--- src/logic/tcc_pkg.sv ---
package tcc_pkg;

  // ****************************************
  // Calibration memory word addresses
  // ****************************************
  localparam int unsigned WORD_W        = 4;
  localparam int unsigned CAL_WORDS     = 32;
  localparam int unsigned ADDR_W        = 5;
  localparam logic [4:0]  ADDR_ROOM_REF = 5'h00; // Words 0..2
  localparam logic [4:0]  ADDR_G2       = 5'h04; // Words 4..6
  localparam logic [4:0]  ADDR_CGAIN    = 5'h07;
  localparam logic [4:0]  ADDR_G1       = 5'h08; // Words 8..10
  localparam logic [4:0]  ADDR_COFF_LO  = 5'h0B;
  localparam logic [4:0]  ADDR_G0       = 5'h0C; // Words 12..14
  localparam logic [4:0]  ADDR_COFF_HI  = 5'h0F;
  localparam logic [4:0]  ADDR_O2       = 5'h14; // Words 20..22
  localparam logic [4:0]  ADDR_O1       = 5'h18; // Words 24..26
  localparam logic [4:0]  ADDR_O0       = 5'h1C; // Words 28..30

  // ****************************************
  // Field positions inside word 7
  // ****************************************
  localparam int unsigned BIT_FIRST_AMP = 0;
  localparam int unsigned BIT_SECOND    = 1;
  localparam int unsigned BIT_THIRD     = 2;
  localparam int unsigned BIT_SWAP      = 3;

  // ****************************************
  // Arithmetic widths
  // ****************************************
  localparam int unsigned COEF_W   = 12;
  localparam int unsigned DAC_W    = 10;
  localparam int unsigned TEMP_W   = 10;
  localparam int unsigned FRAC_W   = 11;  // Fraction bits of reference and slopes
  localparam int unsigned COFF_W   = 7;
  localparam int unsigned ACC_W    = 40;  // Full-precision accumulator

  // ****************************************
  // Types
  // ****************************************
  typedef struct packed {
    logic              first_stage_amp;
    logic              second_stage_gain;
    logic              third_stage_gain;
    logic              input_swap;
    logic [COFF_W-1:0] coarse_offset_value;
  } tcc_coarse_t;

  typedef struct packed {
    logic [DAC_W-1:0] fine_gain_code;
    logic [DAC_W-1:0] fine_offset_code;
    logic             gain_fault;
    logic             offset_fault;
  } tcc_fine_t;

endpackage : tcc_pkg

--- src/logic/tcc_coeff_engine.sv ---
// Notes on behaviour
// - Fine gain = G0 + G1*(T-Tref) + G2*(T-Tref)^2.
// - Fine offset = O0 + O1*(T-Tref) + O2*(T-Tref)^2.
// - Gain polynomial uses 12-bit operands, result truncated to 10 bits.
// - Offset polynomial uses 12-bit operands, result truncated to 10 bits.
// - Gain result outside [0..1] raises the gain fault.
// - Offset result outside [0..1] raises the offset fault.
// - Reference in words 0..2, top bit zero, unsigned 11-bit fraction.
// - Gain zero-order term in words 12..14, 10 used bits, unsigned fraction.
// - Gain first-order term in words 8..10, signed, range -1..1.
// - Gain second-order term in words 4..6, signed, range -1..1.
// - Offset zero-order term in words 28..30, 10 used bits, unsigned.
// - Offset first-order term in words 24..26, signed, range -1..1.
// - Offset second-order term in words 20..22, signed, range -1..1.
// - Word 7 holds three coarse gain stage selectors.
// - Coarse offset is 7-bit code split over words 11 and 15.
// - Fine gain code drives a linear gain DAC, 0.448 to 0.99.
// - Fine offset code drives a linear offset DAC, 1.136 to 1.59.
// - Each word holds four data bits plus odd parity bit.
// - Input swap bit lives in word 7 and flips input polarity.
`timescale 1ns/100ps

module tcc_coeff_engine
  import tcc_pkg::*;
#(
  parameter int unsigned TEMP_BITS = tcc_pkg::TEMP_W
)
(
  // Clock and reset
  input  wire logic                      ref_clk,
  input  wire logic                      rst_n,
  // Calibration memory write and read-back port
  input  wire logic                      cal_wr,
  input  wire logic [tcc_pkg::ADDR_W-1:0] cal_addr,
  input  wire logic [tcc_pkg::WORD_W:0]  cal_wdata,
  output logic [tcc_pkg::WORD_W:0]       cal_rdata,
  output logic                           cal_parity_err,
  // Temperature converter result
  input  wire logic                      temp_valid,
  input  wire logic [TEMP_BITS-1:0]      temp_value,
  // Analog chain settings
  output tcc_pkg::tcc_coarse_t           coarse,
  output tcc_pkg::tcc_fine_t             fine,
  output logic                           fine_valid
);
  import tcc_pkg::*;

  // ****************************************
  // Elaboration checks
  // ****************************************
  // At least one zero pad bit is needed below the code to align it
  if (TEMP_BITS < 1 || TEMP_BITS > FRAC_W - 1)
  begin : g_bad_temp
    $error("TEMP_BITS must lie in 1..10");
  end

  // ****************************************
  // Calibration memory, data plus parity
  // ****************************************
  logic [WORD_W:0] cal_mem [CAL_WORDS];

  // Word storage, cleared to zero data with odd parity
  always_ff @(posedge ref_clk)
  begin
    if (!rst_n)
    begin
      for (int i = 0; i < CAL_WORDS; i++)
        cal_mem[i] <= {1'b1, {WORD_W{1'b0}}};
    end
    else if (cal_wr)
    begin
      cal_mem[cal_addr] <= cal_wdata;
    end
  end

  // Read back and parity check of addressed word
  always_ff @(posedge ref_clk)
  begin
    if (!rst_n)
    begin
      cal_rdata      <= '0;
      cal_parity_err <= 1'b0;
    end
    else
    begin
      cal_rdata      <= cal_mem[cal_addr];
      cal_parity_err <= ~(^cal_mem[cal_addr]);
    end
  end

  // ****************************************
  // Coefficient assembly, low word first
  // ****************************************
  function automatic logic [COEF_W-1:0] word3(input logic [ADDR_W-1:0] base);
    logic [ADDR_W-1:0] a;
    a = base;
    word3 = {cal_mem[a + 5'h02][WORD_W-1:0], cal_mem[a + 5'h01][WORD_W-1:0],
             cal_mem[a][WORD_W-1:0]};
  endfunction : word3

  logic [COEF_W-1:0] room_temp_ref;
  logic [COEF_W-1:0] gain_coeff_zero;
  logic [COEF_W-1:0] gain_coeff_first;
  logic [COEF_W-1:0] gain_coeff_second;
  logic [COEF_W-1:0] offset_coeff_zero;
  logic [COEF_W-1:0] offset_coeff_first;
  logic [COEF_W-1:0] offset_coeff_second;

  assign room_temp_ref       = word3(ADDR_ROOM_REF);
  assign gain_coeff_zero     = word3(ADDR_G0);
  assign gain_coeff_first    = word3(ADDR_G1);
  assign gain_coeff_second   = word3(ADDR_G2);
  assign offset_coeff_zero   = word3(ADDR_O0);
  assign offset_coeff_first  = word3(ADDR_O1);
  assign offset_coeff_second = word3(ADDR_O2);

  // ****************************************
  // Coarse settings to the analog chain
  // ****************************************
  always_ff @(posedge ref_clk)
  begin
    if (!rst_n)
    begin
      coarse <= '0;
    end
    else
    begin
      coarse.first_stage_amp     <= cal_mem[ADDR_CGAIN][BIT_FIRST_AMP];
      coarse.second_stage_gain   <= cal_mem[ADDR_CGAIN][BIT_SECOND];
      coarse.third_stage_gain    <= cal_mem[ADDR_CGAIN][BIT_THIRD];
      coarse.input_swap          <= cal_mem[ADDR_CGAIN][BIT_SWAP];
      coarse.coarse_offset_value <= {cal_mem[ADDR_COFF_HI][COFF_W-WORD_W-1:0],
                                     cal_mem[ADDR_COFF_LO][WORD_W-1:0]};
    end
  end

  // ****************************************
  // Temperature capture and difference
  // ****************************************
  logic signed [COEF_W:0] diff;     // Fraction with FRAC_W bits
  logic                   calc_go;

  // Align temperature to 11-bit fraction, form signed difference
  always_ff @(posedge ref_clk)
  begin
    if (!rst_n)
    begin
      diff    <= '0;
      calc_go <= 1'b0;
    end
    else
    begin
      calc_go <= temp_valid;
      if (temp_valid)
        diff <= $signed({2'b00, temp_value, {(FRAC_W-TEMP_BITS){1'b0}}})
              - $signed({2'b00, room_temp_ref[FRAC_W-1:0]});
    end
  end

  // ****************************************
  // Polynomial evaluation, full precision
  // ****************************************
  // Scale: diff has 11 fraction bits, slopes have 11, square has 22.
  localparam int unsigned SQ_FRAC  = 2 * FRAC_W;
  localparam int unsigned SUM_FRAC = SQ_FRAC + FRAC_W;
  localparam int unsigned Z_SHIFT  = SUM_FRAC - DAC_W;

  function automatic logic signed [ACC_W-1:0] poly(input logic [COEF_W-1:0] c0,
                                                    input logic [COEF_W-1:0] c1,
                                                    input logic [COEF_W-1:0] c2,
                                                    input logic signed [COEF_W:0] d);
    logic signed [ACC_W-1:0] d_ext;
    logic signed [ACC_W-1:0] sq;
    logic signed [ACC_W-1:0] t0;
    logic signed [ACC_W-1:0] t1;
    logic signed [ACC_W-1:0] t2;
    d_ext = ACC_W'(d);
    sq    = d_ext * d_ext;
    t0    = $signed({{(ACC_W-DAC_W){1'b0}}, c0[DAC_W-1:0]}) <<< Z_SHIFT;
    t1    = (ACC_W'($signed(c1)) * d_ext) <<< FRAC_W;
    t2    = ACC_W'($signed(c2)) * sq;
    poly  = t0 + t1 + t2;
  endfunction : poly

  logic signed [ACC_W-1:0] gain_sum;
  logic signed [ACC_W-1:0] offset_sum;

  assign gain_sum   = poly(gain_coeff_zero, gain_coeff_first, gain_coeff_second, diff);
  assign offset_sum = poly(offset_coeff_zero, offset_coeff_first, offset_coeff_second, diff);

  // Unit value on the accumulator scale
  localparam logic signed [ACC_W-1:0] UNIT = ACC_W'(1) <<< SUM_FRAC;

  // ****************************************
  // Truncation, range check and DAC codes
  // ****************************************
  always_ff @(posedge ref_clk)
  begin
    if (!rst_n)
    begin
      fine       <= '0;
      fine_valid <= 1'b0;
    end
    else
    begin
      fine_valid <= calc_go;
      if (calc_go)
      begin
        fine.fine_gain_code   <= gain_sum[SUM_FRAC-1 -: DAC_W];
        fine.fine_offset_code <= offset_sum[SUM_FRAC-1 -: DAC_W];
        fine.gain_fault       <= (gain_sum < 0) || (gain_sum > UNIT);
        fine.offset_fault     <= (offset_sum < 0) || (offset_sum > UNIT);
      end
    end
  end

endmodule : tcc_coeff_engine

--- config.mk ---
export PLATFORM = sky130hd
export DESIGN_NAME = tcc_coeff_engine
export DESIGN_NICKNAME = d
export VERILOG_FILES = /design/src/logic/tcc_pkg.sv /design/src/logic/tcc_coeff_engine.sv
export SDC_FILE = /design/constraint.sdc
export NUM_CORES = 2
export LEC_CHECK = 0
export BUFFER_PORTS_ARGS = -buffer_cell sky130_fd_sc_hd__buf_4
export CAP_MARGIN = 20
export CORE_MARGIN = 3
export CORE_UTILIZATION = 67
export CTS_CLUSTER_SIZE = 25
export DETAILED_ROUTE_END_ITERATION = 8
export PLACE_DENSITY = 0.93
export SLEW_MARGIN = 20
export SYNTH_ARGS = -nofsm -noshare
export SYNTH_HDL_FRONTEND = slang
export SYNTH_SLANG_ARGS = --single-unit
export TNS_END_PERCENT = 5
--- constraint.sdc ---
create_clock -name ref_clk -period 15.79 [get_ports ref_clk]
set_clock_uncertainty 0.1 [all_clocks]
set_input_delay 0.7895 -clock ref_clk [delete_from_list [all_inputs] [get_ports ref_clk]]
set_output_delay 0.7895 -clock ref_clk [all_outputs]
set_load 0.1 [all_outputs]
Word level (Yosys, flattened, before mapping)
Memory sizes are Yosys's and may differ from the RTL's. A register that Yosys moved wholly into a read port is not among the register bits.
Index checks and enable logic that the tools add are counted.
{ "op_classes": {"addsub": 5, "n_mul": 5, "magnitude_cmp": 4, "mux": 7, "bitwise_logic": 1, "reduce_logical": 7} }
{ "ops": {"columns": ["op", "count"], "rows": [
  ["36-bit by 36-bit adder with 37-bit output", 2],
  ["34-bit by 35-bit adder with 36-bit output", 2],
  ["12-bit by 12-bit multiplier with 24-bit output", 3],
  ["12-bit by 24-bit multiplier with 36-bit output", 2],
  ["40-bit by 35-bit greater-than comparator with 1-bit output (second input constant)", 1],
  ["40-bit by 1-bit less-than comparator with 1-bit output (second input constant)", 1],
  ["37-bit by 35-bit greater-than comparator with 1-bit output (second input constant)", 1],
  ["37-bit by 1-bit less-than comparator with 1-bit output (second input constant)", 1],
  ["11-bit by 11-bit subtractor with 12-bit output", 1],
  ["5-bit two-way mux", 2],
  ["1-bit two-way mux", 5],
  ["5-bit OR reduction", 1],
  ["5-bit XOR reduction", 1],
  ["1-bit logical NOT", 3],
  ["1-bit logical OR", 2],
  ["1-bit NOT", 1]
]} }
{ "word_totals": {"reg_bits": 42, "ram_bits": 160, "in_bits": 24, "output_inout_bits": 40, "n_memories": 1} }
{ "memory_table": {"columns": ["name", "depth", "width", "read_ports", "rd_ports_with_merged_regs", "wr", "line", "source"], "rows": [
  ["cal_mem", 32, 5, 25, 3, 32, "tcc_coeff_engine.sv:60", "logic [WORD_W:0] cal_mem [CAL_WORDS];"]
]} }

Depth between registers and ports, before layout
{ "logic_depth": {"word_depth": 5, "mapped_depth": 47, "depth_no_buf": 44} }

Least setup slack after synthesis
No wires, ideal clock.
{ "synth_timing": {"kind": "register to register", "from": "register, netlist name diff[11]", "to": "register fine[1] in the netlist's numbering", "setup_time_ns": 0.129, "arrival_time_ns": 10.952, "required_time_ns": 15.561, "path_slack_ns": 4.609, "stages_incl_launch_ff": 43, "path_buffers": 3, "synth_period_minus_slack_ns": 11.181, "cell_sequence": "dfxtp_1 > clkbuf_1 > clkbuf_1 > nand2_1 > fa_1 > inv_1 > ha_1 > inv_1 > fa_1 > inv_1 > fa_1 > inv_1 > fa_1 > inv_1 > ha_1 > and3_1 > and3_1 > nor2_1 > [7 not listed] > inv_1 > fa_1 > fa_1 > fa_1 > fa_1 > inv_1 > fa_1 > inv_1 > ha_1 > nand2_1 > o31ai_1 > nand2_1 > a31oi_1 > nor2_1 > xnor2_1 > or3b_1 > o41ai_2 > a31oi_1"} }
{ "synth_via": {"elab_chain_len": 5} }
{ "synth_rtl": {"columns": ["item", "line", "source"], "rows": [
  ["12-bit by 12-bit multiplier with 24-bit output (on tied branches)", "tcc_coeff_engine.sv:178, tcc_coeff_engine.sv:180", null],
  ["12-bit by 24-bit multiplier with 36-bit output / 34-bit by 35-bit adder with 36-bit output (equally long branches)", "tcc_coeff_engine.sv:181, tcc_coeff_engine.sv:182", null],
  ["36-bit by 36-bit adder with 37-bit output *", "tcc_coeff_engine.sv:182", "poly = t0 + t1 + t2;"],
  ["40-bit by 1-bit less-than comparator with 1-bit output / 40-bit by 35-bit greater-than comparator with 1-bit output (equally long branches)", "tcc_coeff_engine.sv:211", "fine.gain_fault <= (gain_sum < 0) || (gain_sum > UNIT);"],
  ["1-bit logical OR *", "tcc_coeff_engine.sv:211", null],
  ["end: declaration", "tcc_coeff_engine.sv:43", "output tcc_pkg::tcc_fine_t fine,"]
]} }
Mark *: on every way between the ends. The rest lies on a longest branch, timed or not.
A chain may end at the register's enable or synchronous reset.

Worst setup path after layout
{ "layout_timing": {"from": "register diff[0]", "to": "register fine[1] in the netlist's numbering"} }
{ "layout_via": {"elab_chain_len": 5} }
{ "layout_rtl": {"columns": ["item", "line", "source"], "rows": [
  ["start: declaration", "tcc_coeff_engine.sv:140", "logic signed [COEF_W:0] diff;"],
  ["start signal: assignment", "tcc_coeff_engine.sv:155", "diff <= $signed({2'b00, temp_value, {(FRAC_W-TEMP_BITS){1'b0}}})"],
  ["12-bit by 12-bit multiplier with 24-bit output (on tied branches)", "tcc_coeff_engine.sv:178, tcc_coeff_engine.sv:180", null],
  ["12-bit by 24-bit multiplier with 36-bit output / 34-bit by 35-bit adder with 36-bit output (equally long branches)", "tcc_coeff_engine.sv:181, tcc_coeff_engine.sv:182", null],
  ["36-bit by 36-bit adder with 37-bit output *", "tcc_coeff_engine.sv:182", null],
  ["40-bit by 1-bit less-than comparator with 1-bit output / 40-bit by 35-bit greater-than comparator with 1-bit output (equally long branches)", "tcc_coeff_engine.sv:211", null],
  ["1-bit logical OR *", "tcc_coeff_engine.sv:211", null]
]} }
Marks and branches as above.

==> metrics.yaml <==
status: "finished clean"
rsz0062_at_grt: "no"
grt_use_total_pct: 34.59
setup_viol: 0
async_flop_share_pct: 0
layout.nets: 6199
postRouteWirelength_um: 123100
worst_slew_margin_rel_pct: 22.23
drive_gt1_share_pct: 5.219
min_path_type: "reg2reg"
fmax_mhz: 80.54
cts.reportedPaths.clkPinSlew_ns: 0.08
grt_pass1_vias: 39370
clock_latency_ns: 0.58
synthTopCellsByArea: "fa_1, edfxtp_1, ha_1, inv_1, and2_1"
synth_cell_types: 82
antenna_left: 0
grt_overflow: 0
cts_sinks: 213
die-area_um2: 73680
drtPass1Iterations: 6
cp_data_required_time_ns: 16.16
multiInputGateArea_um2: 36390
ys_seq_area_share_pct: 12.42
crit_buf_inv: 10
final.fill_count: 4615
fin_setup_tns_ns: 0
hold_buffers: 0
register_area_um2: 5868
post-place-ws_ns: 3.564
placed_area_um2: 48410
fp.dieW_um: 271.4
numPortBuffers: 63
cpPeakStageDelay_ns: 0.92
synthToLayoutAreaGrowth_pct: 4.121
worstPathMaxFanout: 60
drtIter0Drc: 3393
period_share_pct: 78.64
critPathSlowestCell: "fa_1"
cp_data_arrival_time_ns: 12.79
antenna_found_initial: 1
max-cap-violations: 0
critPathKind: "reg2reg"
htree_num_levels: 1
n_antenna_cell: 0
final_cell_area_um2: 49150
drc: 0
cts_buffer_depth: 3
ys_seq_elements: 213
grt_first_pass_wirelength_um: 200800
synth_edf_count: 160
final-hold-violation-count: 0
place.gp.congestion: 0.9863
critPathLaunch: "diff[0]"
avgSynthCellArea_um2: 9.501
cts-resized-gates: 0
place_inst: 5776
top_level_ports: 64
synth_nets: 6298
synth_top_flop_cell: "edfxtp_1"
fin_crit_ns: 12.42
post_cts_buffers: 0
endpoint_kind: "flop"
start_kind: "flop"
wl_per_cell_um: 21.17
cts_tree: "done"
syn_area_um2: 47210
instances_no_fill: 5817
min-delay-start: "fine[2]"
yosysTopAreaCellShare_pct: 41.30
tightest_slew_ns: 1.165
synth_area_leader_cell: "fa_1"
vias: 35510
num_rows: 96
yosys_warnings: 0
maxSlewViolCount: 0
synth_common_cells: "inv_1, fa_1, nand2_1, and2_1, ha_1"
synthMostInstantiatedCell: "inv_1"
fin_ws_ns: 3.373
initial_core_util_pct: 68.23
coreArea_um2: 69190
grt_max_degree: 61
die_y_um: 271.4
dp_hpwl_um: 95840
cts_root_buffer: "clkbuf_16"
cts_buffers: 23
crit_path_frequent_cell: "fa_1"
via_per_inst: 6.104
cp_top_family: "adder cells"
rr_startpoint: "diff[0]"
netlist_instances: 4969
-- sequential cells by signal (all words and copies together) (netlist names) --
signal	flops
fine_valid	1
cal_parity_err	1
calc_go	1
cal_rdata	5
cal_mem	160
diff	12
fine	22
coarse	11
-- cells by family (layout without fill, tap and decap cells) --
kind of cell | after synthesis | after routing | share of synthesized area, %
AO/OA/AOI/OAI | 364 | 364 | 5.282
multiplexers | 91 | 91 | 3.061
XOR/XNOR | 128 | 128 | 2.375
AND/OR/NAND/NOR | 1531 | 1531 | 16.08
buffers and inverters | 1337 | 1254 | 10.70
flip-flops | 213 | 213 | 12.42
adder cells (fa/ha/maj) | 1305 | 1305 | 50.08
-- final cells by class --
cell class | count | share of cell area (%)
Tap cell | 931 | 2.370
Clock buffer | 24 | 1.179
Timing Repair Buffer | 116 | 1.772
Inverter | 1097 | 8.377
Clock inverter | 17 | 0.3360
Sequential cell | 213 | 11.94
Multi-Input combinational cell | 3419 | 74.03
-- cell usage in the layout (no fill, tap or decap), types with 11 or more instances in the layout --
cell       Yosys  layout
nand3_1       22      22
nor3_1        34      34
or3_1         45      45
mux4_2        41      41
a21boi_0      13      12
nand2_1      605     605
nand2b_1     101     101
xor2_1        29      29
nand4_1       13      13
dfxtp_1       53      51
a21o_1        27      27
a211oi_1      18      18
a21oi_1       73      73
inv_1       1094    1094
edfxtp_1     160     160
and2_1       439     439
o21ai_0       85      85
a22oi_1       22      22
buf_4          3     116
o21ai_1       11      11
nor2b_1       25      24
nor2_1       185     185
clkbuf_16      0      23
ha_1         331     331
fa_1         974     974
and3_1        12      12
a31oi_1       12      12
xnor2_1       99      87
xnor2_2        0      12
mux2i_1       33      33
o21a_1        12      12
-- worst register-to-register path: cells and delay by family, from the launching register on --
family                   cells  cell delay, ns
flip-flops                   1            0.31
buffers and inverters       10            1.53
AND/OR/NAND/NOR              7            1.16
XOR/XNOR                     2            0.41
adder cells (fa/ha/maj)     13            6.68
AO/OA/AOI/OAI               10            2.11
-- metrics by stage --
step                      util [%]  hold WS, ns
after floorplan                  -       0.3421
after global placement       69.97       0.3674
after detailed placement     69.97       0.3833
after CTS                    71.05       0.3967
after global routing         71.05       0.4090
final                        71.05       0.3915
-- routing by layer --
| metal | GRT usage [%] | wire [µm] |
|---|---|---|
| met1 | 40.97 | 40510 |
| met2 | 56.33 | 58530 |
| met3 | 7.000 | 12990 |
| met4 | 25.47 | 11090 |
| met5 | 0 | 0 |
-- path summary, 6_finish.rpt --
kind | end | slack (ns) | cells past startpoint
setup / recovery | fine[1] | 3.37 | 42
hold / removal | fine[2] | 0.39 | 2
setup reg to reg | fine[1] | 3.37 | 42
hold reg to reg | fine[2] | 0.39 | 2
Power is left out: the tool's default activity adds up to more than one toggle a clock period on the data nets, which glitch-free logic cannot reach.
